===== config.mk =====
export PLATFORM = sky130hd
export DESIGN_NAME = sac_ctrl
export DESIGN_NICKNAME = d
export VERILOG_FILES = /design/src/hdl/sac_pkg.sv /design/src/hdl/sac_ctrl.sv
export SDC_FILE = /design/constraint.sdc
export NUM_CORES = 1
export LEC_CHECK = 0
export CELL_PAD_IN_SITES_DETAIL_PLACEMENT = 0
export CELL_PAD_IN_SITES_GLOBAL_PLACEMENT = 1
export CORE_UTILIZATION = 47
export DETAILED_ROUTE_END_ITERATION = 8
export DONT_BUFFER_PORTS = 1
export GPL_TIMING_DRIVEN = 0
export PLACE_DENSITY = 0.81
export RECOVER_POWER = 100
export SYNTH_ARGS = -nofsm -noshare
export SYNTH_HDL_FRONTEND = slang
export SYNTH_SLANG_ARGS = --single-unit

===== constraint.sdc =====
create_clock -name aclk -period 2.7 [get_ports aclk]
set_input_delay 0.405 -clock aclk [delete_from_list [all_inputs] [get_ports aclk]]
set_output_delay 0.405 -clock aclk [all_outputs]
set_load 0.1 [all_outputs]

===== src/hdl/sac_pkg.sv =====
// Constants for the secondary addressing channel controller
package sac_pkg;
  // Clock
  localparam int CLK_HZ = 25000000;
  localparam int CLK_NS = 1000000000 / CLK_HZ;
  // Activation window, 8.192 ms less 6.25 %, longest time rounds down
  localparam int WIN_NS = 8192000;
  localparam int WIN_MIN_NS = WIN_NS - WIN_NS / 16;
  localparam int WIN_CYC = WIN_MIN_NS / CLK_NS;
  // Mode filter, more than 7.680 ms less 6.66 %, least time rounds up
  localparam int MODE_NS = 7680000;
  localparam int MODE_MIN_NS = MODE_NS - (MODE_NS / 10000) * 666;
  localparam int MODE_CYC = (MODE_MIN_NS + CLK_NS - 1) / CLK_NS;
  // Initialization delay after a reset call, 2.048 ms less 6.25 %
  localparam int HOLD_NS = 2048000;
  localparam int HOLD_MIN_NS = HOLD_NS - HOLD_NS / 16;
  localparam int HOLD_CYC = (HOLD_MIN_NS + CLK_NS - 1) / CLK_NS;
  // Correlation span between the two receive strobes, 3 us
  localparam int MATCH_NS = 3000;
  localparam logic [6:0] MATCH_CYC = 7'(MATCH_NS / CLK_NS);
  // Timer width
  localparam int TW = 18;
  // Telegram content width (start bit to end bit)
  localparam int TG_W = 14;
  // Burst and error-bit limits
  localparam logic [2:0] MAGIC_N = 3'h4;
  localparam logic [3:0] ERR_LO = 4'h5;
  localparam logic [3:0] ERR_HI = 4'he;
  // Register byte offsets
  localparam logic [7:0] CTRL_OFS = 8'h00;
  localparam logic [7:0] STAT_OFS = 8'h04;
  // Field positions
  localparam int CTRL_EN_BIT = 0;
  localparam int STAT_ACT_BIT = 0;
  localparam int STAT_PHOTO_BIT = 1;
  localparam int STAT_CNT_LSB = 2;
  localparam int STAT_HOLD_BIT = 5;
  // Reset values
  localparam logic CTRL_EN_RST = 1'b1;
  localparam logic PHOTO_RST = 1'b1;
  // AXI responses
  localparam logic [1:0] RESP_OKAY = 2'h0;
  localparam logic [1:0] RESP_SLVERR = 2'h2;
  // Channel states
  typedef enum logic [1:0] {
    SAC_IDLE = 2'b00,
    SAC_ACTIVE = 2'b01,
    SAC_HOLD = 2'b10
  } sac_state_t;
endpackage


===== src/hdl/sac_ctrl.sv =====
// Secondary addressing channel controller with AXI4-Lite registers
//
// Our own choices: the placing of the registers and the AXI4-Lite register port.
`timescale 1ns/10ps
// Notes on behaviour
// - While active, secondary input carries commands and status light carries responses.
// - Four correct telegrams within the shortened 8.192 ms window activate the channel.
// - Burst telegrams get no answer and no command processing; syntax checked upstream.
// - In slave mode after init, burst clears outputs, strobes, clears inhibit, activates.
// - Failure after more than 5 and fewer than 14 good bits clears the counter.
// - Failure before the sixth bit leaves the counter unchanged.
// - Secondary telegram matching a main-line telegram clears the counter.
// - Match means strobes at most 3 us apart and equal contents.
// - An IC reset normally deactivates the channel.
// - Locked in photo mode, reset calls keep the channel when inhibit flag is 0.
// - Locked in photo mode, a watchdog reset keeps the channel.
// - Locked photo reset call clears outputs with strobes, then blocks input 2.048 ms less 6.25 %.
// - Locked in photo mode, the receiver stays in synchronous receive mode.
// - Input mode changes only while unlocked; locked mode holds until the channel drops back to idle.
// - Long high selects logic-level mode; equally long low returns to photo mode.
// - Input level at end of initialization picks the starting input mode.
module sac_ctrl
  import sac_pkg::*;
#(
  parameter int WIN_CYC_P = sac_pkg::WIN_CYC,
  parameter int MODE_CYC_P = sac_pkg::MODE_CYC,
  parameter int HOLD_CYC_P = sac_pkg::HOLD_CYC
) (
  // Clock and reset
  input wire logic aclk,
  input wire logic aresetn,
  // AXI4-Lite write channels
  input wire logic [7:0] s_axi_awaddr,
  input wire logic s_axi_awvalid,
  output logic s_axi_awready,
  input wire logic [31:0] s_axi_wdata,
  input wire logic [3:0] s_axi_wstrb,
  input wire logic s_axi_wvalid,
  output logic s_axi_wready,
  output logic [1:0] s_axi_bresp,
  output logic s_axi_bvalid,
  input wire logic s_axi_bready,
  // AXI4-Lite read channels
  input wire logic [7:0] s_axi_araddr,
  input wire logic s_axi_arvalid,
  output logic s_axi_arready,
  output logic [31:0] s_axi_rdata,
  output logic [1:0] s_axi_rresp,
  output logic s_axi_rvalid,
  input wire logic s_axi_rready,
  // Secondary input pin
  input wire logic secondary_cmd_input,
  // Device status
  input wire logic slave_mode,
  input wire logic init_done,
  input wire logic exch_inhibit,
  // Receiver results, secondary channel
  input wire logic sec_rx_ok,
  input wire logic [sac_pkg::TG_W-1:0] sec_rx_data,
  input wire logic sec_rx_err,
  input wire logic [3:0] sec_rx_bits,
  // Receiver results, main line
  input wire logic main_rx_ok,
  input wire logic [sac_pkg::TG_W-1:0] main_rx_data,
  // Reset causes
  input wire logic reset_call,
  input wire logic wdog_reset,
  input wire logic ic_reset,
  // Response and normal light sources
  input wire logic resp_tx,
  input wire logic led_normal,
  // Channel outputs
  output logic channel_active,
  output logic photo_current_input_mode,
  output logic status_light_output,
  output logic sync_rx_mode,
  output logic rx_block,
  output logic sec_cmd_valid,
  output logic io_clear,
  output logic data_strobe,
  output logic param_strobe,
  output logic exch_inhibit_clr
);
  import sac_pkg::*;

  // Register and state declarations
  logic in_s1_r, in_s2_r;
  sac_state_t st_r, st_nxt;
  logic [2:0] cnt_r, cnt_nxt;
  logic [TW-1:0] win_r, win_nxt, hi_r, hi_nxt, lo_r, lo_nxt, hold_r, hold_nxt;
  logic photo_r, photo_nxt, init_q_r;
  logic [6:0] sec_age_r, sec_age_nxt, main_age_r, main_age_nxt;
  logic [TG_W-1:0] sec_d_r, sec_d_nxt, main_d_r, main_d_nxt;
  logic clr_r, clr_nxt, act_pls_r, act_pls_nxt, fwd_r, fwd_nxt;
  logic light_r, light_nxt;
  logic [2:0] chan_o_r, chan_o_nxt;
  logic en_r, en_nxt;
  logic aw_r, aw_nxt, bv_r, bv_nxt, ar_r, ar_nxt, rv_r, rv_nxt;
  logic [1:0] bresp_r, bresp_nxt, rresp_r, rresp_nxt;
  logic [31:0] rdata_r, rdata_nxt;
  logic match, locked_photo, burst_ok, err_clr;

  // Saturating age counter increment
  function automatic logic [6:0] age_inc(input logic [6:0] a);
    age_inc = (a == 7'h7f) ? a : a + 7'h01;
  endfunction

  // Pin synchroniser
  always_ff @(posedge aclk) begin
    if (!aresetn) begin
      in_s1_r <= 1'b0;
      in_s2_r <= 1'b0;
    end else begin
      in_s1_r <= secondary_cmd_input;
      in_s2_r <= in_s1_r;
    end
  end

  // Correlation of the two receivers
  always_comb begin
    sec_age_nxt = sec_rx_ok ? 7'h00 : age_inc(sec_age_r);
    main_age_nxt = main_rx_ok ? 7'h00 : age_inc(main_age_r);
    sec_d_nxt = sec_rx_ok ? sec_rx_data : sec_d_r;
    main_d_nxt = main_rx_ok ? main_rx_data : main_d_r;
    match = 1'b0;
    if (sec_rx_ok && main_rx_ok && sec_rx_data == main_rx_data)
      match = 1'b1;
    else if (sec_rx_ok && main_age_r < MATCH_CYC && sec_rx_data == main_d_r)
      match = 1'b1;
    else if (main_rx_ok && sec_age_r < MATCH_CYC && main_rx_data == sec_d_r)
      match = 1'b1;
  end

  // Channel state, burst counter, timers and input mode
  always_comb begin
    st_nxt = st_r;
    cnt_nxt = cnt_r;
    win_nxt = win_r;
    hold_nxt = hold_r;
    photo_nxt = photo_r;
    hi_nxt = in_s2_r ? hi_r + ((hi_r == '1) ? TW'(0) : TW'(1)) : '0;
    lo_nxt = in_s2_r ? '0 : lo_r + ((lo_r == '1) ? TW'(0) : TW'(1));
    clr_nxt = 1'b0;
    act_pls_nxt = 1'b0;
    fwd_nxt = 1'b0;
    locked_photo = (st_r != SAC_IDLE) && photo_r;
    burst_ok = en_r && slave_mode && init_done && st_r == SAC_IDLE;
    err_clr = sec_rx_err && sec_rx_bits > ERR_LO && sec_rx_bits < ERR_HI;
    // Burst counting and its guards
    if (cnt_r != 3'h0)
      win_nxt = win_r + TW'(1);
    if (!burst_ok || match || err_clr) begin
      cnt_nxt = 3'h0;
    end else if (cnt_r != 3'h0 && win_r >= TW'(WIN_CYC_P)) begin
      cnt_nxt = 3'h0;
    end else if (sec_rx_ok) begin
      if (cnt_r == MAGIC_N - 3'h1) begin
        st_nxt = SAC_ACTIVE;
        cnt_nxt = 3'h0;
        clr_nxt = 1'b1;
        act_pls_nxt = 1'b1;
      end else begin
        if (cnt_r == 3'h0)
          win_nxt = '0;
        cnt_nxt = cnt_r + 3'h1;
      end
    end
    // Commands pass on only from an active channel
    if (st_r == SAC_ACTIVE && sec_rx_ok)
      fwd_nxt = 1'b1;
    // Hold after a reset call
    if (st_r == SAC_HOLD) begin
      hold_nxt = hold_r + TW'(1);
      if (hold_r >= TW'(HOLD_CYC_P) - TW'(1))
        st_nxt = SAC_ACTIVE;
    end
    // Reset causes
    if (reset_call) begin
      if (locked_photo && !exch_inhibit) begin
        st_nxt = SAC_HOLD;
        hold_nxt = '0;
        clr_nxt = 1'b1;
      end else begin
        st_nxt = SAC_IDLE;
      end
      cnt_nxt = 3'h0;
    end else if (wdog_reset) begin
      if (!locked_photo)
        st_nxt = SAC_IDLE;
      else
        st_nxt = st_r;
      cnt_nxt = 3'h0;
    end else if (ic_reset) begin
      st_nxt = SAC_IDLE;
      cnt_nxt = 3'h0;
    end
    // Input mode follows the filtered level only while unlocked
    if (st_r == SAC_IDLE) begin
      if (init_done && !init_q_r)
        photo_nxt = !in_s2_r;
      else if (hi_r > TW'(MODE_CYC_P))
        photo_nxt = 1'b0;
      else if (lo_r > TW'(MODE_CYC_P))
        photo_nxt = 1'b1;
    end
    // Light shows responses while the channel is active
    light_nxt = (st_r != SAC_IDLE) ? resp_tx : led_normal;
    chan_o_nxt = {st_nxt != SAC_IDLE, (st_nxt != SAC_IDLE) && photo_nxt, st_nxt == SAC_HOLD};
  end

  // Channel registers
  always_ff @(posedge aclk) begin
    if (!aresetn) begin
      st_r <= SAC_IDLE;
      cnt_r <= 3'h0;
      win_r <= '0;
      hold_r <= '0;
      hi_r <= '0;
      lo_r <= '0;
      photo_r <= PHOTO_RST;
      init_q_r <= 1'b0;
      sec_age_r <= 7'h7f;
      main_age_r <= 7'h7f;
      sec_d_r <= '0;
      main_d_r <= '0;
      clr_r <= 1'b0;
      act_pls_r <= 1'b0;
      fwd_r <= 1'b0;
      light_r <= 1'b1;
      chan_o_r <= 3'h0;
    end else begin
      st_r <= st_nxt;
      cnt_r <= cnt_nxt;
      win_r <= win_nxt;
      hold_r <= hold_nxt;
      hi_r <= hi_nxt;
      lo_r <= lo_nxt;
      photo_r <= photo_nxt;
      init_q_r <= init_done;
      sec_age_r <= sec_age_nxt;
      main_age_r <= main_age_nxt;
      sec_d_r <= sec_d_nxt;
      main_d_r <= main_d_nxt;
      clr_r <= clr_nxt;
      act_pls_r <= act_pls_nxt;
      fwd_r <= fwd_nxt;
      light_r <= light_nxt;
      chan_o_r <= chan_o_nxt;
    end
  end

  // AXI4-Lite slave: one write and one read at a time
  always_comb begin
    en_nxt = en_r;
    aw_nxt = 1'b0;
    bv_nxt = bv_r;
    bresp_nxt = bresp_r;
    ar_nxt = 1'b0;
    rv_nxt = rv_r;
    rresp_nxt = rresp_r;
    rdata_nxt = rdata_r;
    if (bv_r && s_axi_bready)
      bv_nxt = 1'b0;
    if (!bv_r && !aw_r && s_axi_awvalid && s_axi_wvalid) begin
      aw_nxt = 1'b1;
      bv_nxt = 1'b1;
      bresp_nxt = RESP_OKAY;
      if (s_axi_awaddr[7:2] == CTRL_OFS[7:2]) begin
        if (s_axi_wstrb[0])
          en_nxt = s_axi_wdata[CTRL_EN_BIT];
      end else if (s_axi_awaddr[7:2] != STAT_OFS[7:2]) begin
        bresp_nxt = RESP_SLVERR;
      end
    end
    if (rv_r && s_axi_rready)
      rv_nxt = 1'b0;
    if (!rv_r && !ar_r && s_axi_arvalid) begin
      ar_nxt = 1'b1;
      rv_nxt = 1'b1;
      rresp_nxt = RESP_OKAY;
      rdata_nxt = 32'h0000_0000;
      if (s_axi_araddr[7:2] == CTRL_OFS[7:2]) begin
        rdata_nxt[CTRL_EN_BIT] = en_r;
      end else if (s_axi_araddr[7:2] == STAT_OFS[7:2]) begin
        rdata_nxt[STAT_ACT_BIT] = st_r != SAC_IDLE;
        rdata_nxt[STAT_PHOTO_BIT] = photo_r;
        rdata_nxt[STAT_CNT_LSB +: 3] = cnt_r;
        rdata_nxt[STAT_HOLD_BIT] = st_r == SAC_HOLD;
      end else begin
        rresp_nxt = RESP_SLVERR;
      end
    end
  end

  // Bus registers
  always_ff @(posedge aclk) begin
    if (!aresetn) begin
      en_r <= CTRL_EN_RST;
      aw_r <= 1'b0;
      bv_r <= 1'b0;
      bresp_r <= RESP_OKAY;
      ar_r <= 1'b0;
      rv_r <= 1'b0;
      rresp_r <= RESP_OKAY;
      rdata_r <= 32'h0000_0000;
    end else begin
      en_r <= en_nxt;
      aw_r <= aw_nxt;
      bv_r <= bv_nxt;
      bresp_r <= bresp_nxt;
      ar_r <= ar_nxt;
      rv_r <= rv_nxt;
      rresp_r <= rresp_nxt;
      rdata_r <= rdata_nxt;
    end
  end

  // Outputs straight from flip-flops
  assign s_axi_awready = aw_r;
  assign s_axi_wready = aw_r;
  assign s_axi_bvalid = bv_r;
  assign s_axi_bresp = bresp_r;
  assign s_axi_arready = ar_r;
  assign s_axi_rvalid = rv_r;
  assign s_axi_rresp = rresp_r;
  assign s_axi_rdata = rdata_r;
  assign channel_active = chan_o_r[2];
  assign photo_current_input_mode = photo_r;
  assign status_light_output = light_r;
  assign sync_rx_mode = chan_o_r[1];
  assign rx_block = chan_o_r[0];
  assign sec_cmd_valid = fwd_r;
  assign io_clear = clr_r;
  assign data_strobe = clr_r;
  assign param_strobe = clr_r;
  assign exch_inhibit_clr = act_pls_r;
endmodule // sac_ctrl


==> results.md, run 1 <==
- Clock transition at path regs: 0.06 ns
- Gate Count Post-Synth: around 760
- EDFF count, synth: 0
- Initial DRC count: approximately 270
- F_max: 395 MHz
- Total CTS buffers: 17
- Crit path capture type: register
- Period Utilization, post-route: around 94%
- Post-Place Worst Slack: between 0.008 and 0.009 ns
- TNS Setup: 0 ns
- Pwr/cell area: 687 nW/um^2
- FILL cells: ~1,300
- Wirelength, routed: roughly 14,000 microns
- Final ANT Viol Nets: 0
- Outcome: completed
- Clock Skews: slightly below 0.009 ns
- N_diodes: 0
- WL per Instance: around 14 microns
- Commonest register cell after synthesis: dfxtp_1
- Worst setup margin: ~0.17 ns
- CP Launch Type: register
- Most common cell after layout, fill and taps aside: dfxtp_1
- Grt ovf: 0
- Post-Syn Area: approximately 6700 sq um
- Register area: 2870 sq um
- # rows: between 40 and 50
- Synth unique cells: 50
- Hold Path Class: in2reg
- Total clock sinks: between 100 and 150
- Pleak: 2.93 nW
- Die Y-Extent: approximately 120 microns
- Global-route wire length before repair: about 23,000 microns
- Maximum clock insertion buffer count: 2
- Area Overhead vs Synth: 14.3%
- DRC: 0
- Multi-input gate area: approximately 3500 sq um
- Tmin final: 2.53 ns
- Asr flop ratio synth: 0%
- Post-CTS setup buffer count: 0
- Via-per-instance ratio: 5.22
- CP required: between 2 and 3 ns
- Critical path class: reg2reg
- Final setup vio count: 0
- Crit path max fanout: 5
- Largest net degree at the start of global routing: 17
- CTS tree: yes
- Final Max Slew Viols: 0
- Synth area leader: dfxtp_1
- Max rail drop VDD: a little under 600 uV
- Flops & latches, synth: between 100 and 150
- Max-Cap Viols: 0
- Slew @ Worst Pin: ~1.0 ns
- Register area share after synthesis: a little over two fifths
- Hold Fails Final Rpt: 0
- HPWL after DPL: 10,700 microns
- Data arrival time of the critical path: around 2.8 ns
- Root buffer cell: clkbuf_16
- Via Count: between 5,000 and 6,000
- Final net count: around 900
- Worst skew pair latency: around 0.42 ns
- First drt pass iteration count: 5
- Number of I/O pins: roughly 150
- Yosys top cell area share: a little over two fifths
- Most frequent cells in the layout: dfxtp_1 (140), nor2_1 (114), xnor2_1 (58), xor2_1 (44), nand2_1 (43)
- RSZ-0062 raised after global routing: no
- H-tree levels: 4
- Die X: ~120 microns
- Slew headroom: a little under a third
- Post-CTS Hold Fix Bufs: 0
- Mapped Avg Cell Area: 8.85 sq um
- Core ar.: between 10,000 and 15,000 sq um
- Number of global-route vias before repair: roughly 5,000
- Synth area leaders: dfxtp_1 (43%), xnor2_1 (7.6%), nor2_1 (6.5%)
- DIE AREA: between 10,000 and 15,000 sq um
- Initial antenna violation count: 0
- Total Routing Usage GR: a little over 20%
- Yosys warns: 0
- Initial Utilization: 48.2%
- Layout cells sized above 1: 9.46%
- GPL Wtd Cong: 0.825
- I/O Buffers: 0
kinds of logic (layout without fill, tap and decap cells):
kind of cell / after synthesis / count (layout) / share of synthesized area (%)
AO/OA/AOI/OAI: 84 / 84 / 7.83
XOR/XNOR: 102 / 102 / 13.4
adder cells (fa/ha/maj): 12 / 12 / 2.25
buffers and inverters: 71 / 103 / 5.88
flip-flops: 143 / 143 / 42.8
multiplexers: 36 / 36 / 5.39
other: 1 / 28 / 0.0561
AND/OR/NAND/NOR: 306 / 306 / 22.4
cell usage after synthesis (2+ instances only):
cell type  number
ha_1           12
or4_1           7
dfxtp_1       143
nor4_1          6
or3_1          12
nand3_1        35
buf_1           6
xnor2_1        58
and3_1         18
o31ai_1         4
and2_1          7
a21oi_1        22
nor2_1        116
mux2i_1        36
nand2b_1        5
nor2b_1         5
a22oi_1         7
clkbuf_1       16
a31oi_1         4
o21ai_0        33
nand4_1        31
inv_1          14
buf_2           2
nand2_1        43
nor3_1          9
and4_1          5
a2111oi_2       2
a32o_1          2
xor2_1         44
buf_4          31
report_power, final:
group | internal (W) | switching [W] | total [W]
clock network | 0.00159 | 0.000883 | 0.00247
logic | 0.000161 | 0.000335 | 0.000496
registers | 0.00217 | 0.000108 | 0.00228
total | 0.00392 | 0.00133 | 0.00525
area by class of cell:
type / instances / share of cell area [%]
Multi-Input combinational cell: 568 / 46.4
Clock buffer: 21 / 6.03
Clock inverter: 11 / 2.13
Buffer: 56 / 4.21
Sequential cell: 143 / 37.5
Inverter: 15 / 0.737
Tap cell: 180 / 2.95
per-stage QoR:
step | util [%] | total power [W] | hold WS, ns | cell area [sq um] | std cells
after floorplan | - | 0.00275 | 0.412 | 6790 | 782
after global placement | 50.5 | 0.00281 | 0.424 | 7010 | 962
after detailed placement | 50.5 | 0.00282 | 0.428 | 7010 | 962
after CTS | 55.0 | 0.00529 | 0.0421 | 7630 | 994
after global routing | 55.0 | 0.00543 | 0.0494 | 7640 | 994
final | 55.0 | 0.00525 | 0.0662 | 7640 | 994
registers in the layout (all words and copies together), names as in the netlist, 2 cells and up:
register and flops:
main_age_r 7, st_r 2, sec_d_r 14, s_axi_rdata 6, hi_r 18, cnt_r 3
sec_age_r 7, lo_r 18, chan_o_r 3, win_r 18, hold_r 18, main_d_r 14
critical path: stages (launching register included):
cell,delay (ns)
dfxtp_1,0.36
and3_2,0.24
nand4_1,0.14
or4_1,0.55
ha_1,0.26
ha_1,0.25
nand3_2,0.15
nor3_1,0.09
and2_1,0.18
xnor2_1,0.13
nor2_1,0.06
per-layer routing:
layer	vias to the layer above	GRT usage, %	routed length, microns
met4	0	7.48	238
met3	15	6.25	772
met2	120	33.3	6720
met5	-	0	0
li1	2636	-	-
met1	2419	25.3	6630
final timing paths:
kind / slack, ns / from / end / cells past startpoint
hold reg to reg: 0.45 / in_s1_r / in_s2_r / 1
hold / removal: 0.07 / reset_call / st_r[0] / 1
setup / recovery: 0.17 / hi_r[12] / hi_r[14] / 10
setup reg to reg: 0.17 / hi_r[12] / hi_r[14] / 10
what timing repair did:
item	4_1_cts	5_1_grt
resized for setup	0	11
endpoints found under the setup margin	0	25
endpoints found under the hold margin	0	0
(Power assumes the default switching activity.)
==> inputs of run 2 (changes only) <==
--- a/config.mk
+++ b/config.mk
@@ -5,13 +5,13 @@
 export SDC_FILE = /design/constraint.sdc
 export NUM_CORES = 1
 export LEC_CHECK = 0
+export ABC_AREA = 1
 export CELL_PAD_IN_SITES_DETAIL_PLACEMENT = 0
 export CELL_PAD_IN_SITES_GLOBAL_PLACEMENT = 1
-export CORE_UTILIZATION = 47
+export CORE_UTILIZATION = 40
 export DETAILED_ROUTE_END_ITERATION = 8
 export DONT_BUFFER_PORTS = 1
-export GPL_TIMING_DRIVEN = 0
-export PLACE_DENSITY = 0.81
+export PLACE_DENSITY = 0.74
 export RECOVER_POWER = 100
 export SYNTH_ARGS = -nofsm -noshare
 export SYNTH_HDL_FRONTEND = slang
==> run 2 against run 1 <==
Against the previous run:
- the run now ends with capacitance limit, slew limit left
- largest cell class unchanged
- die area grew 28%
- worst hold slack lost 0.00098 ns
- final cell count grew 28%
==> results.md, run 2 <==
- Outcome: complete, but fails checks
- Failing checks: capacitance limit, slew limit
- Worst skew pair latency: 0.42 ns (about the same)
- Yosys top cell area share: 39.2% (-3.6 points)
- Final net count: 1,146 (+25%)
- Most common cell after layout, fill and taps aside: nand2_1
- Core ar.: 17,900 sq um (+29%)
- GPL Wtd Cong: 0.807 (-2.1%)
- Synth area leader: dfxtp_1
- CTS tree: yes
- Pwr/cell area: 650 nW/um^2 (-5.4%)
- Gate Count Post-Synth: 1,024 (+36%)
- Total clock sinks: 143 (unchanged)
- Number of global-route vias before repair: 5,641 (+14%)
- Total Routing Usage GR: 18.3% (-2.1 points)
- Flops & latches, synth: 143 (unchanged)
- Count leader, synth: nand2_1
- Compound-Gate Fraction of Synth Area: 12.6% (+4.8 points)
- Worst r2r src: st_r[0]
- DIE AREA: 18,800 sq um (+28%)
- Crit path largest cell delay: 0.35 ns (-0.20 ns)
- Post-CTS setup buffer count: 0 (unchanged)
- Simple-gate share of the synthesized area: 29.1% (+6.7 points)
- Hold path depth: 1 (unchanged)
- Final Max Slew Viols: 1 (+1)
- CP Launch Type: register
- Critical path class: reg2reg
- Worst setup margin: 0.242 ns (+0.0750 ns)
- Clock Skews: 0.0106 ns (+0.00167 ns)
- Post-synthesis xor/xnor area fraction: 5.04% (-8.3 points)
- Hold EP: sec_d_r[5]
- CP required: 3.02 ns (+0.04 ns)
- I/O Buffers: 0 (unchanged)
- Hold Path Class: in2reg
- Switch Pwr: 0.00137 W (+3.1%)
- Max rail drop VDD: 439 uV (-24%)
- Asr flop ratio synth: 0% (unchanged)
- H-tree levels: 4 (unchanged)
- Most frequent cells in the layout: nand2_1 (199), dfxtp_1 (143), nor2_1 (131), inv_1 (120), a21oi_1 (76)
- Hold Fails Final Rpt: 0 (unchanged)
- Post-CTS Hold Fix Bufs: 0 (unchanged)
- Synth area leaders: dfxtp_1 (39%), nand2_1 (10%), nor2_1 (6.5%)
- Area Overhead vs Synth: 8.59%
- Initial DRC count: 216 (-20%)
- Crit path max fanout: 12 (+7)
- Slew @ Worst Pin: 1.61 ns (+0.570 ns)
- Commonest register cell after synthesis: dfxtp_1
- First drt pass iteration count: 6 (+1)
- Root buffer cell: clkbuf_16
- Internal Power: 0.00378 W (-3.6%)
- Via-per-instance ratio: 4.69 (-10%)
- Layout cells sized above 1: 6.81% (-2.7 points)
- Clock transition at path regs: 0.06 ns (about the same)
- R2R cell count: 11 (+1)
- Grt ovf: 0 (unchanged)
- N_diodes: 0 (unchanged)
- Combinational power share: 9.9% (+0.4 points)
- Maximum clock insertion buffer count: 2 (unchanged)
- Reg-to-reg endpoint: win_r[16]
- Post-CTS sizing: 0 (unchanged)
- Final Cell Area: 7930 sq um (+3.7%)
- HPWL after DPL: 11,900 microns (+11%)
- Final setup vio count: 0 (unchanged)
- Pleak: 3.35 nW (+14%)
- Final ANT Viol Nets: 0 (unchanged)
- Crit path capture type: register
- # rows: 49 (+14%)
- Largest family of logic cells by synthesized area: simple AND/OR/NAND/NOR gates
- Crit-path slowest cell: dfxtp_1
- Slew headroom: -6.59% (-37 points)
- Max-Cap Viols: 1 (+1)
- Total CTS buffers: 17 (unchanged)
- HP Start: sec_rx_ok
- Largest net degree at the start of global routing: 59 (+42)
- Tmin final: 2.46 ns (-0.0750 ns)
- Period Utilization, post-route: 91.0% (-2.8 points)
- F_max: 407 MHz (+3.0%)
- Data arrival time of the critical path: 2.78 ns (-0.04 ns)
- Initial antenna violation count: 0 (unchanged)
- WP buf/inv: 3 (+3)
- Yosys warns: 0 (unchanged)
- EDFF count, synth: 0 (unchanged)
- RSZ-0062 raised after global routing: no
- Flop-to-flop setup slack: 0.24 ns (+0.07 ns)
- Wirelength, routed: 16,200 microns (+13%)
- WL per Instance: 12.7 microns (-12%)
- Register area share after synthesis: 39.2% (-3.6 points)
- Post-Syn Area: 7300 sq um (+9.2%)
- Global-route wire length before repair: 26,700 microns (+14%)
- TNS Setup: 0 ns (unchanged)
- Initial Utilization: 40.8% (-7.4 points)
- DRC: 0 (unchanged)
- Synth unique cells: 49 (-2.0%)
- Post-Place Worst Slack: 0.398 ns (+0.390 ns)
- Number of I/O pins: 154 (unchanged)
- Die X: 137 microns (+13%)
- Multiplexer share of the synthesized area: 0% (-5.4 points)
- Sw frac: 26.6% (+1.3 points)
- Synth top cells by count: nand2_1 (198), dfxtp_1 (143), nor2_1 (126)
- Via Count: 5,963 (+15%)
- Sequential Power Share: 43.4% (about the same)
- Die Y-Extent: 137 microns (+13%)
- Mapped Avg Cell Area: 7.13 sq um (-19%)
- Clock share of power: 46.7% (-0.4 points)
- DP Area: 7480 sq um (+6.7%)
- Crit path max-delay family: simple AND/OR/NAND/NOR gates
- Area share of fa/ha/maj cells after synthesis: 2.06% (-0.19 points)
- Critical Path, Cell by Cell: nor2_1 > inv_1 > nor2_1 > o21ai_0 > o21bai_4 > nor2_4 > nand4_1 > nand2_2 > inv_2 > nand3b_1 > inv_2
==> run 2: cell types whose count changed in the layout (fill, tap and decap cells not counted), sizes merged, moves of 15 or more <==
| cell | change |
|---|---|
| nor2 | +19 |
| buf | -29 |
| nand3 | +19 |
| xnor2 | -36 |
| mux2i | -36 |
| o21ai | +40 |
| a21oi | +54 |
| nand2 | +159 |
| and3 | -15 |
| nor3 | +17 |
| inv | +121 |
| clkbuf | -15 |
| xor2 | -24 |
==> run 2: kinds of logic (layout without fill, tap and decap cells) <==
logic type / after synthesis / in the layout
and+or+nand+nor: 459 / 459
buffers and inverters: 196 / 188
AOI/OAI and AO/OA: 171 / 171
DFF: 143 / 143
xor gates and xnor gates: 42 / 42
adders and majority gates: 12 / 12
other: 1 / 28
==> run 2: power groups by stage <==
| stage | sequential, W | clock [W] | combinational [W] |
|---|---|---|---|
| floorplan | 0.00232 | 0 | 0.000454 |
| global placement | 0.00228 | 0 | 0.000518 |
| detailed placement | 0.00228 | 0 | 0.000521 |
| CTS | 0.00223 | 0.00246 | 0.000523 |
| global route | 0.00224 | 0.00256 | 0.000559 |
| finish | 0.00223 | 0.00240 | 0.000509 |
==> run 2: routing by layer <==
metal  wire (microns)  global-route usage, %  vias to the layer above
li1                 -                      -                     3242
met1             7610                   23.1                     2593
met2             7400                   29.9                      112
met3              924                   5.70                       16
met4              235                   5.43                        0
met5                0                      0                        -
==> run 2: how the worst max path moves through the flow <==
stage | startpoint | to | slack, ns | cells past startpoint
floorplan | photo_current_input_mode | hold_r[10] | 0.69 | 6
global placement | hi_r[11] | hi_r[16] | 0.41 | 15
global route | st_r[1] | hold_r[17] | 0.07 | 11
CTS | hi_r[11] | hi_r[16] | 0.39 | 15
finish | st_r[0] | win_r[16] | 0.24 | 11
detailed placement | hi_r[11] | hi_r[16] | 0.40 | 15
==> run 2: final cells by class <==
cell class | count | area, sq um
clock buffer | 20 | 457
clock inverter | 11 | 140
fill | 1886 | 9980
inverter | 144 | 541
multi-input combinational | 712 | 3580
sequential | 143 | 2860
tap | 229 | 287
timing repair buffer | 13 | 62.6
==> run 2: stage by stage <==
stage | total power [W] | utilization [%] | hold slack (ns) | std cells
final | 0.00515 | 44.3 | 0.0653 | 1272
after global routing | 0.00536 | 44.3 | 0.0392 | 1272
after CTS | 0.00522 | 45.1 | 0.0498 | 1272
after detailed placement | 0.00280 | 41.8 | 0.408 | 1241
after global placement | 0.00280 | 41.8 | 0.403 | 1241
after floorplan | 0.00277 | - | 0.390 | 1051
